`config.mk`:
```
export PLATFORM = sky130hd
export DESIGN_NAME = reader_timer_two
export DESIGN_NICKNAME = d
export VERILOG_FILES = /design/src/rtl/edge_sync.v /design/src/rtl/tick_divider.v /design/src/rtl/reader_timer_two.v
export VERILOG_INCLUDE_DIRS = /design/src /design/src/shared
export SDC_FILE = /design/constraint.sdc
export NUM_CORES = 1
export LEC_CHECK = 0
export ABC_AREA = 1
export BUFFER_PORTS_ARGS = -buffer_cell sky130_fd_sc_hd__clkbuf_2
export CORE_MARGIN = 2
export CORE_UTILIZATION = 40
export CTS_CLUSTER_SIZE = 16
export DETAILED_ROUTE_END_ITERATION = 8
export PLACE_DENSITY_LB_ADDON = 0.25
export SLEW_MARGIN = 20
export SYNTH_ARGS = -nofsm -noshare
export SYNTH_HDL_FRONTEND = slang
export SYNTH_SLANG_ARGS = --single-unit
```
`constraint.sdc`:
```
create_clock -name i_clock -period 2.5 [get_ports i_clock]
set_input_delay 0.375 -clock i_clock [delete_from_list [all_inputs] [get_ports i_clock]]
set_output_delay 0.375 -clock i_clock [all_outputs]
set_load 0.02 [all_outputs]
```
`src/shared/timer_two_consts.vh`:
```
/*
 * Constants for the third general-purpose down-counting timer: register
 * offsets, control field positions, mode encodings, reset values and the
 * timing figures of the internal 212 kHz tick.
 * Assumes it is included by bare name from the rtl files, once or more.
 */
`ifndef TIMER_TWO_CONSTS_VH
`define TIMER_TWO_CONSTS_VH

// register offsets
`define OFS_TWO_CONTROL 8'h19
`define OFS_RELOAD_HIGH 8'h1A
`define OFS_RELOAD_LOW 8'h1B
`define OFS_COUNT_HIGH 8'h1C
`define OFS_COUNT_LOW 8'h1D
`define OFS_THREE_CONTROL 8'h1E

// control field positions
`define BIT_HALT_RX 7
`define BIT_RSVD_HI 6
`define FLD_START_HI 5
`define FLD_START_LO 4
`define BIT_AUTO_RELOAD 3
`define BIT_RSVD_LO 2
`define FLD_TICK_HI 1
`define FLD_TICK_LO 0

// writable control bits (reserved ones masked out)
`define CONTROL_WRITE_MASK 8'hBB

// start mode encodings
`define START_NONE 2'h0
`define START_TX_END 2'h1
`define START_TRIM_NO_UF 2'h2
`define START_TRIM_UF 2'h3

// tick source encodings
`define TICK_CARRIER 2'h0
`define TICK_212K 2'h1
`define TICK_TIMER_ZERO 2'h2
`define TICK_TIMER_ONE 2'h3

// reset values
`define CONTROL_RESET 8'h00
`define RELOAD_RESET 8'h00
`define COUNT_RESET 16'h0000
`define READ_RESET 8'h00

// timing of the internal tick
`define SYS_CLOCK_HZ 200000000
`define TICK_212K_HZ 212000
`define TICK_212K_CYCLES (`SYS_CLOCK_HZ / `TICK_212K_HZ)

`endif

```
`src/rtl/edge_sync.v`:
```
/*
 * Two-flop synchroniser for a group of asynchronous level inputs with a
 * rising-edge pulse per bit taken from the second stage.
 * Assumes the inputs change slower than half the sampling clock.
 */
`timescale 1ns/1ps
`default_nettype none

module edge_sync #(
    parameter WIDTH = 2 // number of independent inputs
) (
    // clock and reset
    input wire i_clock,
    input wire i_rst_n,
    // asynchronous levels
    input wire [WIDTH-1:0] i_async,
    // synchronised levels and rising-edge pulses
    output wire [WIDTH-1:0] o_level,
    output wire [WIDTH-1:0] o_rise
);

    ////////////////////////////////////////////////////////////////////////
    genvar g;
    generate
        for (g = 0; g < WIDTH; g = g + 1) begin : g_bit
            reg meta_q;  // first stage, read only by the second
            reg level_q; // second stage, safe to use
            reg prev_q;  // delayed copy for edge detection
            // three flops per bit; only the last two feed logic
            always @(posedge i_clock or negedge i_rst_n) begin
                if (!i_rst_n) begin
                    meta_q <= 1'b0;
                    level_q <= 1'b0;
                    prev_q <= 1'b0;
                end else begin
                    meta_q <= i_async[g];
                    level_q <= meta_q;
                    prev_q <= level_q;
                end
            end
            assign o_level[g] = level_q;
            assign o_rise[g] = level_q & ~prev_q;
        end
    endgenerate

endmodule

`default_nettype wire

```
`src/rtl/tick_divider.v`:
```
/*
 * Free-running divider producing a one-cycle tick every DIVIDE clocks.
 * Assumes the system clock runs continuously after reset.
 */
`timescale 1ns/1ps
`default_nettype none

module tick_divider #(
    parameter DIVIDE = 943, // clocks per tick
    parameter WIDTH = 10    // counter width, must hold DIVIDE-1
) (
    // clock and reset
    input wire i_clock,
    input wire i_rst_n,
    // tick out
    output wire o_tick
);

    localparam [31:0] LAST_FULL = DIVIDE - 1; // terminal count at integer width
    localparam [WIDTH-1:0] LAST = LAST_FULL[WIDTH-1:0]; // cut to the counter width

    reg [WIDTH-1:0] div_q; // running divider count
    reg [WIDTH-1:0] div_d;

    ////////////////////////////////////////////////////////////////////////
    // wrap at the terminal count
    always @* begin
        if (div_q == LAST) begin
            div_d = {WIDTH{1'b0}};
        end else begin
            div_d = div_q + 1'b1;
        end
    end

    // divider register
    always @(posedge i_clock or negedge i_rst_n) begin
        if (!i_rst_n) begin
            div_q <= {WIDTH{1'b0}};
        end else begin
            div_q <= div_d;
        end
    end

    // the divide ratio truncates, so the tick runs a shade fast
    assign o_tick = (div_q == LAST);

endmodule

`default_nettype wire

```
`src/rtl/reader_timer_two.v`:
```
/*
 * Third general-purpose 16-bit down-counting timer of the reader, with
 * its control, reload and live-count byte registers and the storage of
 * the following timer's control register.
 * Assumes a byte-wide register port driven on i_clock, one-cycle event
 * pulses from the transceiver and sibling timers on the same clock, and
 * the carrier and low-frequency oscillator arriving as asynchronous pins.
 */
`timescale 1ns/1ps
`default_nettype none
`include "timer_two_consts.vh"

module reader_timer_two #(
    parameter COUNT_WIDTH = 16, // counter width
    parameter DIV_212K = `TICK_212K_CYCLES, // clocks per 212 kHz tick
    parameter DIV_WIDTH = 10    // width of the tick divider
) (
    // clock and reset
    input wire i_clock,
    input wire i_reset_n,
    // register port
    input wire [7:0] i_reg_addr,
    input wire [7:0] i_reg_wdata,
    input wire i_reg_write,
    input wire i_reg_read,
    output wire [7:0] o_reg_rdata,
    // software start and stop strobes
    input wire i_start_now,
    input wire i_stop_now,
    // transceiver events
    input wire i_tx_end,
    input wire i_rx_four_bits,
    // asynchronous clock pins
    input wire i_carrier_clock,
    input wire i_low_freq_oscillator,
    // sibling timer cascade inputs
    input wire i_sibling_timer_zero_underflow,
    input wire i_sibling_timer_one_underflow,
    // interrupt flag clear from the interrupt register
    input wire i_irq_clear,
    // timer state out
    output wire o_underflow,
    output wire o_underflow_irq_flag,
    output wire o_running,
    // timer three control fields
    output wire o_t3_halt_on_receive,
    output wire [1:0] o_t3_start_mode_select,
    output wire o_t3_auto_reload_enable,
    output wire [1:0] o_t3_tick_source_select
);

    ////////////////////////////////////////////////////////////////////////
    // decoding shared by the write and read paths
    function reg_hit;
        input [7:0] addr;
        input [7:0] offset;
        begin
            reg_hit = (addr == offset);
        end
    endfunction

    ////////////////////////////////////////////////////////////////////////
    // reset release
    reg rst_meta_q; // first stage of the release synchroniser
    reg rst_n_q;    // reset used by the whole block

    // assert at once, release two edges later
    always @(posedge i_clock or negedge i_reset_n) begin
        if (!i_reset_n) begin
            rst_meta_q <= 1'b0;
            rst_n_q <= 1'b0;
        end else begin
            rst_meta_q <= 1'b1;
            rst_n_q <= rst_meta_q;
        end
    end

    ////////////////////////////////////////////////////////////////////////
    // asynchronous pins and internal tick
    wire [1:0] pin_level; // synchronised carrier and oscillator levels
    wire [1:0] pin_rise;  // their rising edges
    wire tick_212k;       // one-cycle internal tick

    edge_sync #(
        .WIDTH(2)
    ) u_pins (
        .i_clock(i_clock),
        .i_rst_n(rst_n_q),
        .i_async({i_low_freq_oscillator, i_carrier_clock}),
        .o_level(pin_level),
        .o_rise(pin_rise)
    );

    tick_divider #(
        .DIVIDE(DIV_212K),
        .WIDTH(DIV_WIDTH)
    ) u_div (
        .i_clock(i_clock),
        .i_rst_n(rst_n_q),
        .o_tick(tick_212k)
    );

    // levels are kept for probing only; the counter works on edges alone
    // so that a stuck-high pin cannot keep ticking

    wire carrier_rise = pin_rise[0]; // one pulse per carrier cycle
    wire osc_rise = pin_rise[1];     // one pulse per oscillator cycle

    ////////////////////////////////////////////////////////////////////////
    // registers
    reg [7:0] control_q;       // this timer's control byte
    reg [7:0] control_three_q; // next timer's control byte
    reg [7:0] reload_high_q;   // reload_high_byte
    reg [7:0] reload_low_q;    // reload_low_byte
    reg [7:0] rdata_q;         // registered read data

    wire wr_control = i_reg_write & reg_hit(i_reg_addr, `OFS_TWO_CONTROL);
    wire wr_three = i_reg_write & reg_hit(i_reg_addr, `OFS_THREE_CONTROL);
    wire wr_high = i_reg_write & reg_hit(i_reg_addr, `OFS_RELOAD_HIGH);
    wire wr_low = i_reg_write & reg_hit(i_reg_addr, `OFS_RELOAD_LOW);

    // software writes; count bytes have no write path
    always @(posedge i_clock or negedge rst_n_q) begin
        if (!rst_n_q) begin
            control_q <= `CONTROL_RESET;
            control_three_q <= `CONTROL_RESET;
            reload_high_q <= `RELOAD_RESET;
            reload_low_q <= `RELOAD_RESET;
        end else begin
            if (wr_control) begin
                // reserved bits are dropped on the way in
                control_q <= i_reg_wdata & `CONTROL_WRITE_MASK;
            end
            if (wr_three) begin
                // same layout and masking for the next timer
                control_three_q <= i_reg_wdata & `CONTROL_WRITE_MASK;
            end
            // reload bytes only feed the counter at a start or an auto reload
            if (wr_high) begin
                reload_high_q <= i_reg_wdata;
            end
            if (wr_low) begin
                reload_low_q <= i_reg_wdata;
            end
        end
    end

    // control fields
    wire halt_on_receive = control_q[`BIT_HALT_RX];
    wire [1:0] start_mode_select = control_q[`FLD_START_HI:`FLD_START_LO];
    wire auto_reload_enable = control_q[`BIT_AUTO_RELOAD];
    wire [1:0] tick_source_select = control_q[`FLD_TICK_HI:`FLD_TICK_LO];

    // reload value assembled from both bytes
    wire [COUNT_WIDTH-1:0] reload_value = {reload_high_q, reload_low_q};

    ////////////////////////////////////////////////////////////////////////
    // mode decoding
    wire trim_mode = (start_mode_select == `START_TRIM_NO_UF) |
                     (start_mode_select == `START_TRIM_UF);
    wire trim_no_uf = (start_mode_select == `START_TRIM_NO_UF);

    // hardware start: only transmission end in mode 01b
    wire tx_start = (start_mode_select == `START_TX_END) & i_tx_end;

    // halt after four received bits, never in trimming
    wire rx_halt = halt_on_receive & ~trim_mode & i_rx_four_bits;

    ////////////////////////////////////////////////////////////////////////
    // tick selection
    reg tick_sel; // qualified decrement request this cycle

    // one source at a time; the others are ignored entirely
    always @* begin
        case (tick_source_select)
            `TICK_CARRIER: begin
                tick_sel = carrier_rise;
            end
            `TICK_212K: begin
                tick_sel = tick_212k;
            end
            `TICK_TIMER_ZERO: begin
                tick_sel = i_sibling_timer_zero_underflow;
            end
            `TICK_TIMER_ONE: begin
                tick_sel = i_sibling_timer_one_underflow;
            end
            default: begin
                tick_sel = 1'b0;
            end
        endcase
    end

    ////////////////////////////////////////////////////////////////////////
    // counter state machine
    localparam [0:0] ST_IDLE = 1'b0; // stopped, count frozen
    localparam [0:0] ST_RUN = 1'b1;  // counting down

    reg state_q;
    reg state_d;
    reg [COUNT_WIDTH-1:0] count_q; // live count
    reg [COUNT_WIDTH-1:0] count_d;
    reg underflow_q; // one-cycle underflow pulse
    reg underflow_d;

    // trimming edges: oscillator rise starts when idle, stops when running
    wire trim_start = trim_mode & osc_rise & (state_q == ST_IDLE);
    wire trim_stop = trim_mode & osc_rise & (state_q == ST_RUN);

    wire start_evt = i_start_now | tx_start | trim_start;
    wire stop_evt = i_stop_now | rx_halt | trim_stop;
    wire at_end = (count_q <= {{(COUNT_WIDTH-1){1'b0}}, 1'b1});

    // next state; a stop outranks a start, a start outranks counting
    always @* begin
        state_d = state_q;
        count_d = count_q;
        underflow_d = 1'b0;
        case (state_q)
            ST_IDLE: begin
                if (start_evt & ~stop_evt) begin
                    // load the latest reload value
                    count_d = reload_value;
                    state_d = ST_RUN;
                end
            end
            ST_RUN: begin
                if (stop_evt) begin
                    // count freezes where it stands
                    state_d = ST_IDLE;
                end else if (i_start_now | tx_start) begin
                    // a fresh start restarts from the reload value
                    count_d = reload_value;
                end else if (tick_sel) begin
                    if (!at_end) begin
                        // plain decrement by one
                        count_d = count_q - 1'b1;
                    end else if (trim_no_uf) begin
                        // no underflow allowed: park at zero
                        count_d = {COUNT_WIDTH{1'b0}};
                    end else begin
                        // one to zero is an underflow
                        underflow_d = 1'b1;
                        if (auto_reload_enable) begin
                            // reload and keep going
                            count_d = reload_value;
                        end else begin
                            // stop at zero
                            count_d = {COUNT_WIDTH{1'b0}};
                            state_d = ST_IDLE;
                        end
                    end
                end
            end
            default: begin
                state_d = ST_IDLE;
            end
        endcase
    end

    // counter registers
    always @(posedge i_clock or negedge rst_n_q) begin
        if (!rst_n_q) begin
            state_q <= ST_IDLE;
            count_q <= `COUNT_RESET;
            underflow_q <= 1'b0;
        end else begin
            state_q <= state_d;
            count_q <= count_d;
            underflow_q <= underflow_d;
        end
    end

    ////////////////////////////////////////////////////////////////////////
    // interrupt request flag
    reg irq_flag_q; // underflow_irq_flag

    // a new underflow wins over a clear in the same cycle
    always @(posedge i_clock or negedge rst_n_q) begin
        if (!rst_n_q) begin
            irq_flag_q <= 1'b0;
        end else if (underflow_d) begin
            irq_flag_q <= 1'b1;
        end else if (i_irq_clear) begin
            irq_flag_q <= 1'b0;
        end
    end

    ////////////////////////////////////////////////////////////////////////
    // read path
    reg [7:0] rdata_d;

    // count bytes are sampled live; no latching between the two, so a
    // read during reception may tear across a carry
    always @* begin
        rdata_d = `READ_RESET;
        if (reg_hit(i_reg_addr, `OFS_TWO_CONTROL)) begin
            rdata_d = control_q;
        end else if (reg_hit(i_reg_addr, `OFS_RELOAD_HIGH)) begin
            rdata_d = reload_high_q;
        end else if (reg_hit(i_reg_addr, `OFS_RELOAD_LOW)) begin
            rdata_d = reload_low_q;
        end else if (reg_hit(i_reg_addr, `OFS_COUNT_HIGH)) begin
            rdata_d = count_q[15:8];
        end else if (reg_hit(i_reg_addr, `OFS_COUNT_LOW)) begin
            rdata_d = count_q[7:0];
        end else if (reg_hit(i_reg_addr, `OFS_THREE_CONTROL)) begin
            rdata_d = control_three_q;
        end
    end

    // read data holds until the next read strobe
    always @(posedge i_clock or negedge rst_n_q) begin
        if (!rst_n_q) begin
            rdata_q <= `READ_RESET;
        end else if (i_reg_read) begin
            rdata_q <= rdata_d;
        end
    end

    ////////////////////////////////////////////////////////////////////////
    // outputs
    assign o_reg_rdata = rdata_q;
    assign o_underflow = underflow_q; // cascade tick to siblings
    assign o_underflow_irq_flag = irq_flag_q;
    assign o_running = state_q;
    assign o_t3_halt_on_receive = control_three_q[`BIT_HALT_RX];
    assign o_t3_start_mode_select = control_three_q[`FLD_START_HI:`FLD_START_LO];
    assign o_t3_auto_reload_enable = control_three_q[`BIT_AUTO_RELOAD];
    assign o_t3_tick_source_select = control_three_q[`FLD_TICK_HI:`FLD_TICK_LO];

endmodule

`default_nettype wire

```
## Word level (Yosys, flattened, before mapping)

Cells that the tools add are included.

| word-level totals | value |
|---|---|
| output and inout bits | 17 |
| bits in registers | 73 |
| logic and storage cells | 95 |

| operators by class | value |
|---|---|
| bitwise operators | 23 |
| equality and inequality tests | 16 |
| muxes and demuxes | 32 |
| $add $sub $neg | 2 |
| reductions and logical operators | 3 |
| magnitude comparators | 1 |

Operators by type and width:

| cell | number |
|---|---|
| $mux W16 | 7 |
| $eq A8 B5 Y1 const B | 6 |
| $mux W8 | 6 |
| $pmux W16 S2 | 1 |
| $le A16 B1 Y1 const B | 1 |
| $sub A16 B1 Y16 const B | 1 |
| $mux W1 | 15 |
| $and A1 B1 Y1 | 13 |
| $add A10 B1 Y10 const B | 1 |
| $eq A10 B10 Y1 const B | 1 |
| $mux W10 | 1 |
| $eq A2 B2 Y1 const B | 4 |
| $not A1 Y1 | 5 |
| $or A1 B1 Y1 | 5 |
| $eq A2 B1 Y1 const B | 2 |
| $pmux W1 S4 | 1 |
| $ne A3 B2 Y1 const B | 1 |
| $reduce_and A3 Y1 | 1 |
| $logic_not A2 Y1 | 1 |
| $ne A2 B1 Y1 const B | 1 |
| $ne A2 B2 Y1 const B | 1 |
| $pmux W1 S2 | 1 |
| $reduce_bool A2 Y1 | 1 |

## Depth between registers and ports, before layout

Gate-level depths: netlist (run 1).

| depth | value |
|---|---|
| depth after elaboration | 11 |
| depth in mapped cells | 13 |
| gate-level depth less buffers | 13 |

## Hierarchy

A second synthesis (run 1) with hierarchy kept.

| second synthesis, totals | value |
|---|---|
| cell total of the unflattened synthesis | 550 |
| area, all modules | 4,082.7 um2 |

By module, submodules not included:

| module | instances | cells each | area each (um2) |
|---|---|---|---|
| reader_timer_two | 1 | 469 | 3,369.5 |
| tick_divider | 1 | 69 | 528.0 |
| edge_sync | 1 | 12 | 185.2 |

## Worst setup path before layout (run 1)

OpenSTA, ideal clock, no wires.

| timing path | value |
|---|---|
| path kind | register to register |
| from | register count_q[0] |
| to | register count_q[14] |
| cell stages (with the launch flop) | 13 |
| arrival | 1.535 ns |
| setup time | 0.123 ns |
| data required time | 2.377 ns |
| path slack | 0.842 ns |
| buffers on the path | 1 |
| period minus slack after synthesis | 1.658 ns |
| cell sequence | dfrtp_1 -> inv_1 -> ha_1 -> inv_1 -> nand2_1 -> nand3_1 -> nor2_1 -> nand2_1 -> nand2_2 -> buf_4 -> a31oi_1 -> o21ai_0 -> nand2_1 |

| between the ends | value |
|---|---|
| word-level cells in the longest chain between the ends | 6 |
| elaborated cells on any way between the ends | 7 |
| those cells by class | 1 x add/sub; 1 x order compare; 5 x mux |

RTL lines:

| element | RTL line | RTL |
|---|---|---|
| start, declared | reader_timer_two.v:201 | `reg [COUNT_WIDTH-1:0] count_q;` |
| start signal, assigned | reader_timer_two.v:265 | `` count_q <= `COUNT_RESET; `` |
| start signal, assigned | reader_timer_two.v:269 | `count_q <= count_d;` |
| $sub A16 B1 Y16 / $le A16 B1 Y1 (equally long branches) | reader_timer_two.v:237, reader_timer_two.v:212 |  |
| $mux W16 * | reader_timer_two.v:235 | `if (!at_end) begin` |
| $mux W16 * | reader_timer_two.v:234 | `end else if (tick_sel) begin` |
| $mux W16 * | reader_timer_two.v:231 | `end else if (i_start_now \| tx_start) begin` |
| $mux W16 * | reader_timer_two.v:228 | `if (stop_evt) begin` |
| $pmux W16 S2 * | reader_timer_two.v:219 | `case (state_q)` |

Mark *: on every way between the ends. The rest lies on a longest branch, timed or not. The select of a mux whose other input is x is not followed.
A chain may end at the register's enable or synchronous reset.

## Final worst setup path (run 1)

| timing path | value |
|---|---|
| from | register count_q[0] |
| to | register count_q[8] |

Same word-level chain as after synthesis.

==> impl_metrics.env, run 1 <==
export IMPL_status="finished clean"
export IMPL_regArea_um2=1828
export IMPL_grt_setup_unrepaired="no"
export IMPL_synth_top_area_cell="dfrtp_1"
export IMPL_synth_top_cell_area_share=0.4533
export IMPL_synth_common_cells="nand2_1, dfrtp_1, inv_1"
export IMPL_final_util=0.4720
export IMPL_cp_num_buf_inv=3
export IMPL_setup_worst_path_class="flop to flop"
export IMPL_area_growth_syn_to_layout_pct=14.47
export IMPL_rows=36
export IMPL_crit_top_cell="nand2_1"
export IMPL_grt_max_degree=68
export IMPL_fill_cells=1019
export IMPL_tns_ns=0
export IMPL_r2r_worst_path_cells=13
export IMPL_synth_seq_area_share=0.4533
export IMPL_period_share=0.8131
export IMPL_path_clk_slew_ns=0.09
export IMPL_min_period_ns=2.033
export IMPL_ff2ff_setup_slack_ns=0.47
export IMPL_ys_ff_latch=73
export IMPL_numCtsBuffers=9
export IMPL_initial_core_util=0.4123
export IMPL_nNetsFinal=615
export IMPL_dieHeight_um=104.4
export IMPL_netlist_instances=532
export IMPL_worstSetupEndpoint="count_q[8]"
export IMPL_antenna_found_initial=0
export IMPL_yosys_warnings=0
export IMPL_synth_flop_cell="dfrtp_1"
export IMPL_worst_endpoint_arrival_ns=2.27
export IMPL_cts_sinks=73
export IMPL_portBuffers=45
export IMPL_drv_cap=0
export IMPL_powerDensity_nw_per_um2=898.7
export IMPL_hp_class="flop to asynchronous set/reset pin"
export IMPL_synth_cell_type_count=37
export IMPL_clock_path_buffers=2
export IMPL_critPathMaxStageDelay_ns=0.44
export IMPL_placed_area_um2=4370
export IMPL_rr_startpoint="count_q[0]"
export IMPL_hpwl_um=8192
export IMPL_ios=46
export IMPL_grt_usage=0.2063
export IMPL_crit_cells=13
export IMPL_endpoint_kind="flop"
export IMPL_critPathTopFamily="simple AND/OR/NAND/NOR gates"
export IMPL_synth_edf_count=0
export IMPL_p_leak_uw=0.002438
export IMPL_fp_dieW_um=104.4
export IMPL_vdd_ir_drop_max_mv=0.4308
export IMPL_postRouteAntennaNets=0
export IMPL_max_freq_ghz=0.4919
export IMPL_post_cts_setup_buffers=0
export IMPL_totalPowerFinal_uw=4146
export IMPL_synth_area_leaders="dfrtp_1, nand2_1, inv_1"
export IMPL_fin_skew_ns=0.01936
export IMPL_vias=3527
export IMPL_drv_slew=0
export IMPL_path_cells="inv_1, ha_1, inv_1, nand2_1, nand3_1, nor2_1, nand2_1, nand2_2, inv_2, o21ai_0, nand2_1, nand2_1, o21ai_0"
export IMPL_core_area_um2=9774
export IMPL_wire_per_inst_um=14.82
export IMPL_syn_area_per_cell_um2=7.575
export IMPL_cts_resized_gates=0
export IMPL_drc_errors=0
export IMPL_clk_latency_ns=0.36
export IMPL_root_buffer="clkbuf_8"
export IMPL_grt_first_pass_wirelength_um=17930
export IMPL_drt_first_pass_iters=4
export IMPL_grt_pass1_vias=3504
export IMPL_drt_iter0_markers=147
export IMPL_cts_max_level=3
export IMPL_path_max_fanout=12
export IMPL_cts_tree="done"
export IMPL_crit_start="count_q[0]"
export IMPL_hold_ws_ns=0.08225
export IMPL_die_area_um2=10890
export IMPL_grt_overflow_total=0
export IMPL_fin_area_um2=4613
export IMPL_hold_violations=0
export IMPL_drive_above_1_share=0.1959
export IMPL_via_per_inst=4.899
export IMPL_syn_nets=565
export IMPL_multi_input_area_um2=1874
export IMPL_async_reset_ff_frac=1.000
export IMPL_place_congestion=0.9396
export IMPL_slowest_stage="dfrtp_1"
export IMPL_worst_pin_slew_ns=0.5082
export IMPL_setup_viol=0
export IMPL_synth_most_common_cell="nand2_1"
export IMPL_crit_required_ns=2.73
export IMPL_relSlewSlack=0.6599
export IMPL_r2r_end="count_q[8]"
export IMPL_n_antenna_cell=0
export IMPL_drt_total_wl_um=10670
export IMPL_start_kind="flop"
export IMPL_synth_area_um2=4030
export IMPL_hold_buffers=1
logic make-up after synthesis:
| family | share of synthesized area |
|---|---|
| adders and majority gates | 0.01242 |
| DFF | 0.4533 |
| other | 0.0009305 |
| buffers and inverters | 0.08165 |
| AOI/OAI and AO/OA | 0.1090 |
| and+or+nand+nor | 0.3297 |
| xor gates and xnor gates | 0.01304 |
registers in the layout, summed over array words and instances (netlist names):
| register | flops |
|---|---|
| reload_high_q | 8 |
| o_underflow_irq_flag | 1 |
| u_div.div_q | 10 |
| reload_low_q | 8 |
| rst_n_q | 1 |
| u_pins.g_bit.prev_q | 2 |
| o_running | 1 |
| u_pins.g_bit.meta_q | 2 |
| u_pins.g_bit.level_q | 2 |
| o_reg_rdata | 8 |
| control_three_q | 6 |
| o_underflow | 1 |
| rst_meta_q | 1 |
| count_q | 16 |
| control_q | 6 |
cells in the final DEF (no fill, tap or decap), types with 9 or more instances in the layout:
| master | n |
|---|---|
| inv_1 | 61 |
| nor2_2 | 9 |
| clkbuf_8 | 10 |
| nand2_1 | 172 |
| o21ai_1 | 16 |
| nand3_1 | 20 |
| nand2_2 | 9 |
| nor2_1 | 47 |
| nand4_1 | 11 |
| a21oi_1 | 13 |
| dfrtp_1 | 72 |
| o21ai_0 | 34 |
| clkbuf_2 | 45 |
| o21ai_2 | 11 |
cell type report:
type / count / share of cell area
Clock buffer: 10 / 0.02983
Sequential cell: 73 / 0.3963
Inverter: 67 / 0.05560
Clock inverter: 6 / 0.02061
Timing Repair Buffer: 47 / 0.05533
Multi-Input combinational cell: 384 / 0.4063
Tap cell: 133 / 0.03607
worst register-to-register path, cell delays in order, from the launching register on:
cell	delay (ns)
dfrtp_1	0.44
inv_1	0.12
ha_1	0.27
inv_1	0.09
nand2_1	0.06
nand3_1	0.06
nor2_1	0.13
nand2_1	0.11
nand2_2	0.23
inv_2	0.14
o21ai_0	0.10
nand2_1	0.07
nand2_1	0.05
o21ai_0	0.07
per-layer routing:
layer | track usage | up-vias | routed length (µm)
met3 | 0.03321 | 18 | 353
li1 | - | 1783 | -
met2 | 0.3441 | 75 | 5051
met1 | 0.2777 | 1651 | 5077
met4 | 0.05695 | 0 | 188
met5 | 0 | - | 0
per-stage QoR:
step                      setup slack [ns]  instances
after floorplan                     0.3165        532
after global placement              0.5767        703
after detailed placement            0.5018        703
after CTS                           0.4795        720
after global routing                0.1994        720
final                               0.4671        720
how the worst min path moves through the flow:
stage / start / to / slack [ns]
after global placement: rst_n_q / o_reg_rdata[5] / 0.08
final: rst_n_q / o_reg_rdata[1] / 0.08
after global routing: rst_n_q / o_reg_rdata[3] / 0.09
after CTS: rst_n_q / o_reg_rdata[5] / 0.09
after floorplan: i_reset_n / rst_meta_q / 0.08
after detailed placement: rst_n_q / o_reg_rdata[5] / 0.09
power by group:
part | total, µW | switching [µW] | internal, µW
sequential | 1540 | 211 | 1330
combinational | 1520 | 1030 | 491
clock | 1090 | 491 | 602
total | 4150 | 1730 | 2420
No activity file was read; power rests on OpenSTA's default activity.
==> run 2, diff against run 1 <==
==> constraint.sdc (replaced) <==
create_clock -name i_clock -period 2.01 [get_ports i_clock]
set_input_delay 0.3015 -clock i_clock [delete_from_list [all_inputs] [get_ports i_clock]]
set_output_delay 0.3015 -clock i_clock [all_outputs]
set_load 0.02 [all_outputs]
==> run 2 against run 1 <==
Combinational power rose by 32%; maximum frequency rose by 7.4%; non-clock buffer count rose by 11; highest routed layer unchanged; largest power group is now combinational cells; worst setup slack got worse by 0.35 ns; clock skew fell by 0.0066 ns; sequential power rose by 23%; clock power rose by 33%; largest cell class unchanged; cell count rose by 1.5%.
==> impl_metrics.env, run 2 (same netlist as run 1, synthesis figures left out) <==
export IMPL_postRouteAntennaNets=0
export IMPL_grt_first_pass_wirelength_um=17500
export IMPL_setup_viol=0
export IMPL_hpwl_um=8153
export IMPL_drc_errors=0
export IMPL_fin_area_um2=4730
export IMPL_hold_violations=0
export IMPL_via_per_inst=4.900
export IMPL_initial_core_util=0.4123
export IMPL_tns_ns=0
export IMPL_cts_tree="done"
export IMPL_min_delay_start="i_carrier_clock"
export IMPL_cts_sinks=73
export IMPL_n_antenna_cell=0
export IMPL_min_path_cells=1
export IMPL_critPathMaxStageDelay_ns=0.42
export IMPL_start_kind="flop"
export IMPL_endpoint_kind="flop"
export IMPL_portBuffers=45
export IMPL_crit_top_cell="nand2_1"
export IMPL_drv_cap=0
export IMPL_die_area_um2=10890
export IMPL_grt_max_degree=58
export IMPL_powerDensity_nw_per_um2=1128
export IMPL_top_regs="count_q x16, u_div.div_q x10"
export IMPL_regMostFlops="count_q"
export IMPL_min_period_ns=1.893
export IMPL_drt_total_wl_um=10760
export IMPL_totalPowerFinal_uw=5336
export IMPL_r2r_end="count_q[3]"
export IMPL_rows=36
export IMPL_ios=46
export IMPL_numCtsBuffers=9
export IMPL_largest_reg_flops=16
export IMPL_place_congestion=0.9282
export IMPL_path_cells="inv_1, ha_2, inv_1, nand2_1, nand3_1, nor2_1, nand4_1, nand2_4, buf_4, nand2_1, nand2_1, nand2_1, o21ai_0"
export IMPL_fill_cells=963
export IMPL_path_max_fanout=11
export IMPL_vdd_ir_drop_max_mv=0.5281
export IMPL_core_area_um2=9774
export IMPL_final_cell_mix="nand2_1, dfrtp_1, inv_1"
export IMPL_clk_latency_ns=0.36
export IMPL_crit_required_ns=2.29
export IMPL_grt_setup_unrepaired="yes"
export IMPL_grt_usage=0.2033
export IMPL_root_buffer="clkbuf_8"
export IMPL_hp_class="input pin to flop"
export IMPL_drv_slew=0
export IMPL_dieHeight_um=104.4
export IMPL_ff2ff_setup_slack_ns=0.12
export IMPL_nNetsFinal=626
export IMPL_slowest_stage="dfrtp_1"
export IMPL_period_share=0.9418
export IMPL_worst_endpoint_arrival_ns=2.17
export IMPL_drive_above_1_share=0.2124
export IMPL_antenna_found_initial=0
export IMPL_fin_skew_ns=0.01273
export IMPL_grt_overflow_total=0
export IMPL_vias=3582
export IMPL_max_freq_ghz=0.5283
export IMPL_cts_max_level=3
export IMPL_r2r_worst_path_cells=13
export IMPL_grt_pass1_vias=3425
export IMPL_min_to="u_pins.g_bit[0].meta_q"
export IMPL_setup_worst_path_class="flop to flop"
export IMPL_status="finished clean"
export IMPL_path_clk_slew_ns=0.09
export IMPL_fp_dieW_um=104.4
export IMPL_placed_area_um2=4400
export IMPL_area_growth_syn_to_layout_pct=17.35
export IMPL_p_leak_uw=0.002503
export IMPL_wire_per_inst_um=14.72
export IMPL_clock_path_buffers=2
export IMPL_mostFrequentLayoutCell="nand2_1"
export IMPL_drt_iter0_markers=276
export IMPL_drt_first_pass_iters=5
export IMPL_rr_startpoint="count_q[1]"
-- run 2: cell count changes in the layout (fill, tap and decap cells not counted) --
cell	change
nand2_2	-2
inv_6	-4
clkinv_4	+2
inv_8	+2
ha_2	+1
nand2_4	+2
buf_4	+11
ha_1	-1
bufinv_16	+1
clkbuf_8	-1
-- run 2: critical path: cells and delay by family, from the launching register on --
family,cells,cell delay (ns)
AND/OR/NAND/NOR,8,0.75
flip-flops,1,0.42
buffers and inverters,3,0.32
adder cells (fa/ha/maj),1,0.24
AO/OA/AOI/OAI,1,0.06
-- run 2: layout make-up --
| class | count | area [µm²] | area share |
|---|---|---|---|
| clock inverter | 7 | 127.6 | 0.02698 |
| tap | 133 | 166.4 | 0.03519 |
| inverter | 67 | 259.0 | 0.05476 |
| multi-input combinational | 384 | 1887 | 0.3989 |
| timing repair buffer | 58 | 337.8 | 0.07143 |
| sequential | 73 | 1828 | 0.3865 |
| clock buffer | 9 | 123.9 | 0.02619 |
-- run 2: what timing repair did --
item | 4_1_cts | 5_1_grt
buffers inserted | 0 | 7
endpoints found under the hold margin | 2 | 0
hold buffers | 1 | 0
setup endpoints to repair | 0 | 16
resized for setup | 0 | 4
-- run 2: how the worst max path moves through the flow --
| stage | start | end | slack (ns) | cells after the start |
|---|---|---|---|---|
| floorplan | count_q[0] | count_q[14] | 0.35 | 12 |
| global placement | count_q[1] | count_q[13] | 0.15 | 12 |
| detailed placement | count_q[1] | count_q[2] | 0.09 | 13 |
| CTS | count_q[1] | count_q[2] | 0.08 | 12 |
| global route | u_div.div_q[0] | count_q[8] | -0.002 | 12 |
| finish | count_q[1] | count_q[3] | 0.12 | 13 |
-- run 2: stage by stage --
stage | setup WS (ns) | hold WS, ns | utilization | instances
floorplan | 0.3516 | 0.005909 | - | 532
global placement | 0.1459 | 0.08821 | 0.4502 | 707
detailed placement | 0.09302 | 0.09451 | 0.4502 | 707
CTS | 0.07914 | 0.03298 | 0.4770 | 724
global route | -0.001938 | 0.04064 | 0.4839 | 731
finish | 0.1171 | 0.04339 | 0.4839 | 731
-- run 2: routing by layer --
metal  part of all wire  track usage  up-vias
met5                  0            0        -
met4              0.013      0.05116        0
met3              0.051      0.04010       13
met2               0.45       0.3212       88
met1               0.48       0.2864     1680
li1                   -            -     1801
-- run 2: power breakdown --
group / total, µW / internal, µW / switching (µW)
clock network: 1450 / 839 / 611
registers: 1890 / 1650 / 239
logic: 2000 / 671 / 1330
total: 5340 / 3160 / 2180
==> run 3, diff against run 2 <==
==> constraint.sdc (replaced) <==
create_clock -name i_clock -period 1.6 [get_ports i_clock]
set_input_delay 0.24 -clock i_clock [delete_from_list [all_inputs] [get_ports i_clock]]
set_output_delay 0.24 -clock i_clock [all_outputs]
set_load 0.02 [all_outputs]
==> run 3 against run 2 <==
Largest power group unchanged; power up 53%; largest cell class unchanged; count of clock-buffer cells in the layout rose by 1; first-iteration DRC count grew 2.5%; register-to-register slack worse by 0.21 ns; cell count rose by 8.2%; global-route usage up 3.1 points; routed wire length up 13%; clock skew grew 0.00067 ns; the run now ends with negative setup slack left; sequential share of layout area decreased by 5.0 points; worst setup slack worse by 0.21 ns; die area did not move; worst hold slack gained 0.043 ns.
==> impl_metrics.env, run 3 (same netlist as run 1, synthesis figures left out) <==
export IMPL_status="complete, but fails checks"
export IMPL_violations="negative setup slack"
export IMPL_area_growth_syn_to_layout_pct=34.71
export IMPL_switchingPower_uw=3309
export IMPL_fill_cells=932
export IMPL_grt_max_degree=40
export IMPL_place_inst=756
export IMPL_path_clk_slew_ns=0.09
export IMPL_grt_first_pass_wirelength_um=20150
export IMPL_fin_area_um2=5429
export IMPL_via_per_inst=5.037
export IMPL_ios=46
export IMPL_powerDensity_nw_per_um2=1501
export IMPL_p_sw_frac=0.4061
export IMPL_n_antenna_cell=0
export IMPL_r2r_worst_path_cells=12
export IMPL_fp_dieW_um=104.4
export IMPL_cts_tree="done"
export IMPL_drv_cap=0
export IMPL_period_share=1.056
export IMPL_hold_ws_ns=0.08660
export IMPL_drive_above_1_share=0.3267
export IMPL_path_max_fanout=8
export IMPL_ff2ff_setup_slack_ns=-0.09
export IMPL_path_cells="inv_2, ha_4, inv_2, nand2_4, nand3_4, nor2_4, nand2_2, nand2_4, buf_6, nor2_2, o21ai_2, nand2_1"
export IMPL_max_freq_ghz=0.5920
export IMPL_p_leak_uw=0.002853
export IMPL_fin_skew_ns=0.01340
export IMPL_grt_pass1_vias=3960
export IMPL_start_kind="flop"
export IMPL_clock_path_buffers=2
export IMPL_setup_viol=19
export IMPL_vdd_ir_drop_max_mv=0.6176
export IMPL_dieHeight_um=104.4
export IMPL_wire_per_inst_um=15.36
export IMPL_grt_setup_unrepaired="yes"
export IMPL_numCtsBuffers=9
export IMPL_antenna_found_initial=0
export IMPL_largest_reg_flops=16
export IMPL_nNetsFinal=686
export IMPL_postRouteAntennaNets=0
export IMPL_min_to="o_underflow_irq_flag"
export IMPL_place_congestion=0.9599
export IMPL_final_cells=791
export IMPL_multi_input_area_um2=2073
export IMPL_cts_sinks=73
export IMPL_critPathMaxStageDelay_ns=0.39
export IMPL_rows=36
export IMPL_placed_area_um2=4806
export IMPL_root_buffer="clkbuf_8"
export IMPL_slowest_stage="dfrtp_1"
export IMPL_regArea_um2=1829
export IMPL_core_area_um2=9774
export IMPL_die_area_um2=10890
export IMPL_endpoint_kind="flop"
export IMPL_vias=3984
export IMPL_grt_overflow_total=0
export IMPL_top_regs="count_q x16, u_div.div_q x10"
export IMPL_drt_total_wl_um=12150
export IMPL_regMostFlops="count_q"
export IMPL_critPathTopFamily="simple AND/OR/NAND/NOR gates"
export IMPL_timing_final_ws_setup_ns=-0.08919
export IMPL_hold_violations=0
export IMPL_mostFrequentLayoutCell="nand2_1"
export IMPL_min_period_ns=1.689
export IMPL_rr_startpoint="count_q[1]"
export IMPL_crit_required_ns=1.83
export IMPL_p_clk_frac=0.227
export IMPL_drt_first_pass_iters=5
export IMPL_initial_core_util=0.4123
export IMPL_crit_cells=12
export IMPL_portBuffers=45
export IMPL_worst_endpoint_arrival_ns=1.92
export IMPL_hpwl_um=9108
export IMPL_clk_latency_ns=0.35
export IMPL_final_cell_mix="nand2_1, dfrtp_1, buf_4"
export IMPL_setup_worst_path_class="flop to flop"
export IMPL_seqPwrFrac=0.282
export IMPL_hp_class="input pin to flop"
export IMPL_min_path_cells=2
export IMPL_cts_max_level=3
export IMPL_drv_slew=0
export IMPL_drt_iter0_markers=283
export IMPL_pwr_share_comb=0.491
export IMPL_grt_usage=0.2344
export IMPL_p_int_uw=4840
export IMPL_drc_errors=0
export IMPL_min_delay_start="i_irq_clear"
export IMPL_r2r_end="count_q[7]"
export IMPL_cp_num_buf_inv=3
-- run 3: cell types whose count changed in the layout (fill, tap and decap cells not counted), sizes merged --
cell	previous run	this run
dlygate4sd3	1	3
nand2	183	184
clkbuf	54	55
buf	12	69
clkinv	3	1
inv	68	69
-- run 3: power by group through the flow --
stage | sequential (µW) | clock, µW | combinational (µW)
finish | 2300 | 1850 | 4010
global route | 2330 | 1940 | 4360
CTS | 2290 | 1880 | 3610
detailed placement | 2320 | 0 | 3190
global placement | 2320 | 0 | 3180
floorplan | 2350 | 0 | 1810
-- run 3: timing repair --
item | CTS | global route
gates resized for setup | 45 | 21
hold buffers | 2 | 1
endpoints found under the setup margin | 19 | 22
endpoints found under the hold margin | 3 | 1
buffers inserted | 10 | 5
pin swaps | 12 | 9
gates cloned | 1 | 0
-- run 3: through the flow --
| stage | utilization | worst slack, ns | TNS, ns | total power [µW] |
|---|---|---|---|---|
| after floorplan | - | 0.008150 | 0 | 4163 |
| after global placement | 0.4917 | -0.1164 | -1.046 | 5497 |
| after detailed placement | 0.4917 | -0.2528 | -2.914 | 5507 |
| after CTS | 0.5431 | -0.03317 | -0.2100 | 7778 |
| after global routing | 0.5554 | -0.1844 | -2.844 | 8624 |
| final | 0.5554 | -0.08919 | -0.9360 | 8149 |
-- run 3: layout make-up --
class / instances / share of cell area
clock buffer: 10 / 0.02535
clock inverter: 6 / 0.02074
inverter: 67 / 0.05001
multi-input combinational: 385 / 0.3819
sequential: 73 / 0.3369
tap: 133 / 0.03065
timing repair buffer: 117 / 0.1544
-- run 3: metal layers --
metal  vias up  GRT usage  part of all wire
met3        34    0.02820             0.038
met4         0    0.09170             0.033
li1       1927          -                 -
met2       128     0.3987              0.49
met5         -          0                 0
met1      1895     0.3037              0.44
-- run 3: worst max-delay path by stage --
stage | startpoint | end | slack, ns
after global placement | count_q[1] | count_q[8] | -0.12
after global routing | count_q[1] | count_q[5] | -0.18
after detailed placement | count_q[1] | count_q[2] | -0.25
final | count_q[1] | count_q[7] | -0.09
after CTS | count_q[0] | count_q[14] | -0.03
after floorplan | count_q[0] | count_q[14] | 0.008
-- run 3: worst register-to-register path, cell delays in order (launching register included) --
cell     delay (ns)
dfrtp_1        0.39
inv_2          0.11
ha_4           0.15
inv_2          0.04
nand2_4        0.07
nand3_4        0.08
nor2_4         0.12
nand2_2        0.09
nand2_4        0.16
buf_6          0.12
nor2_2         0.03
o21ai_2        0.12
nand2_1        0.09
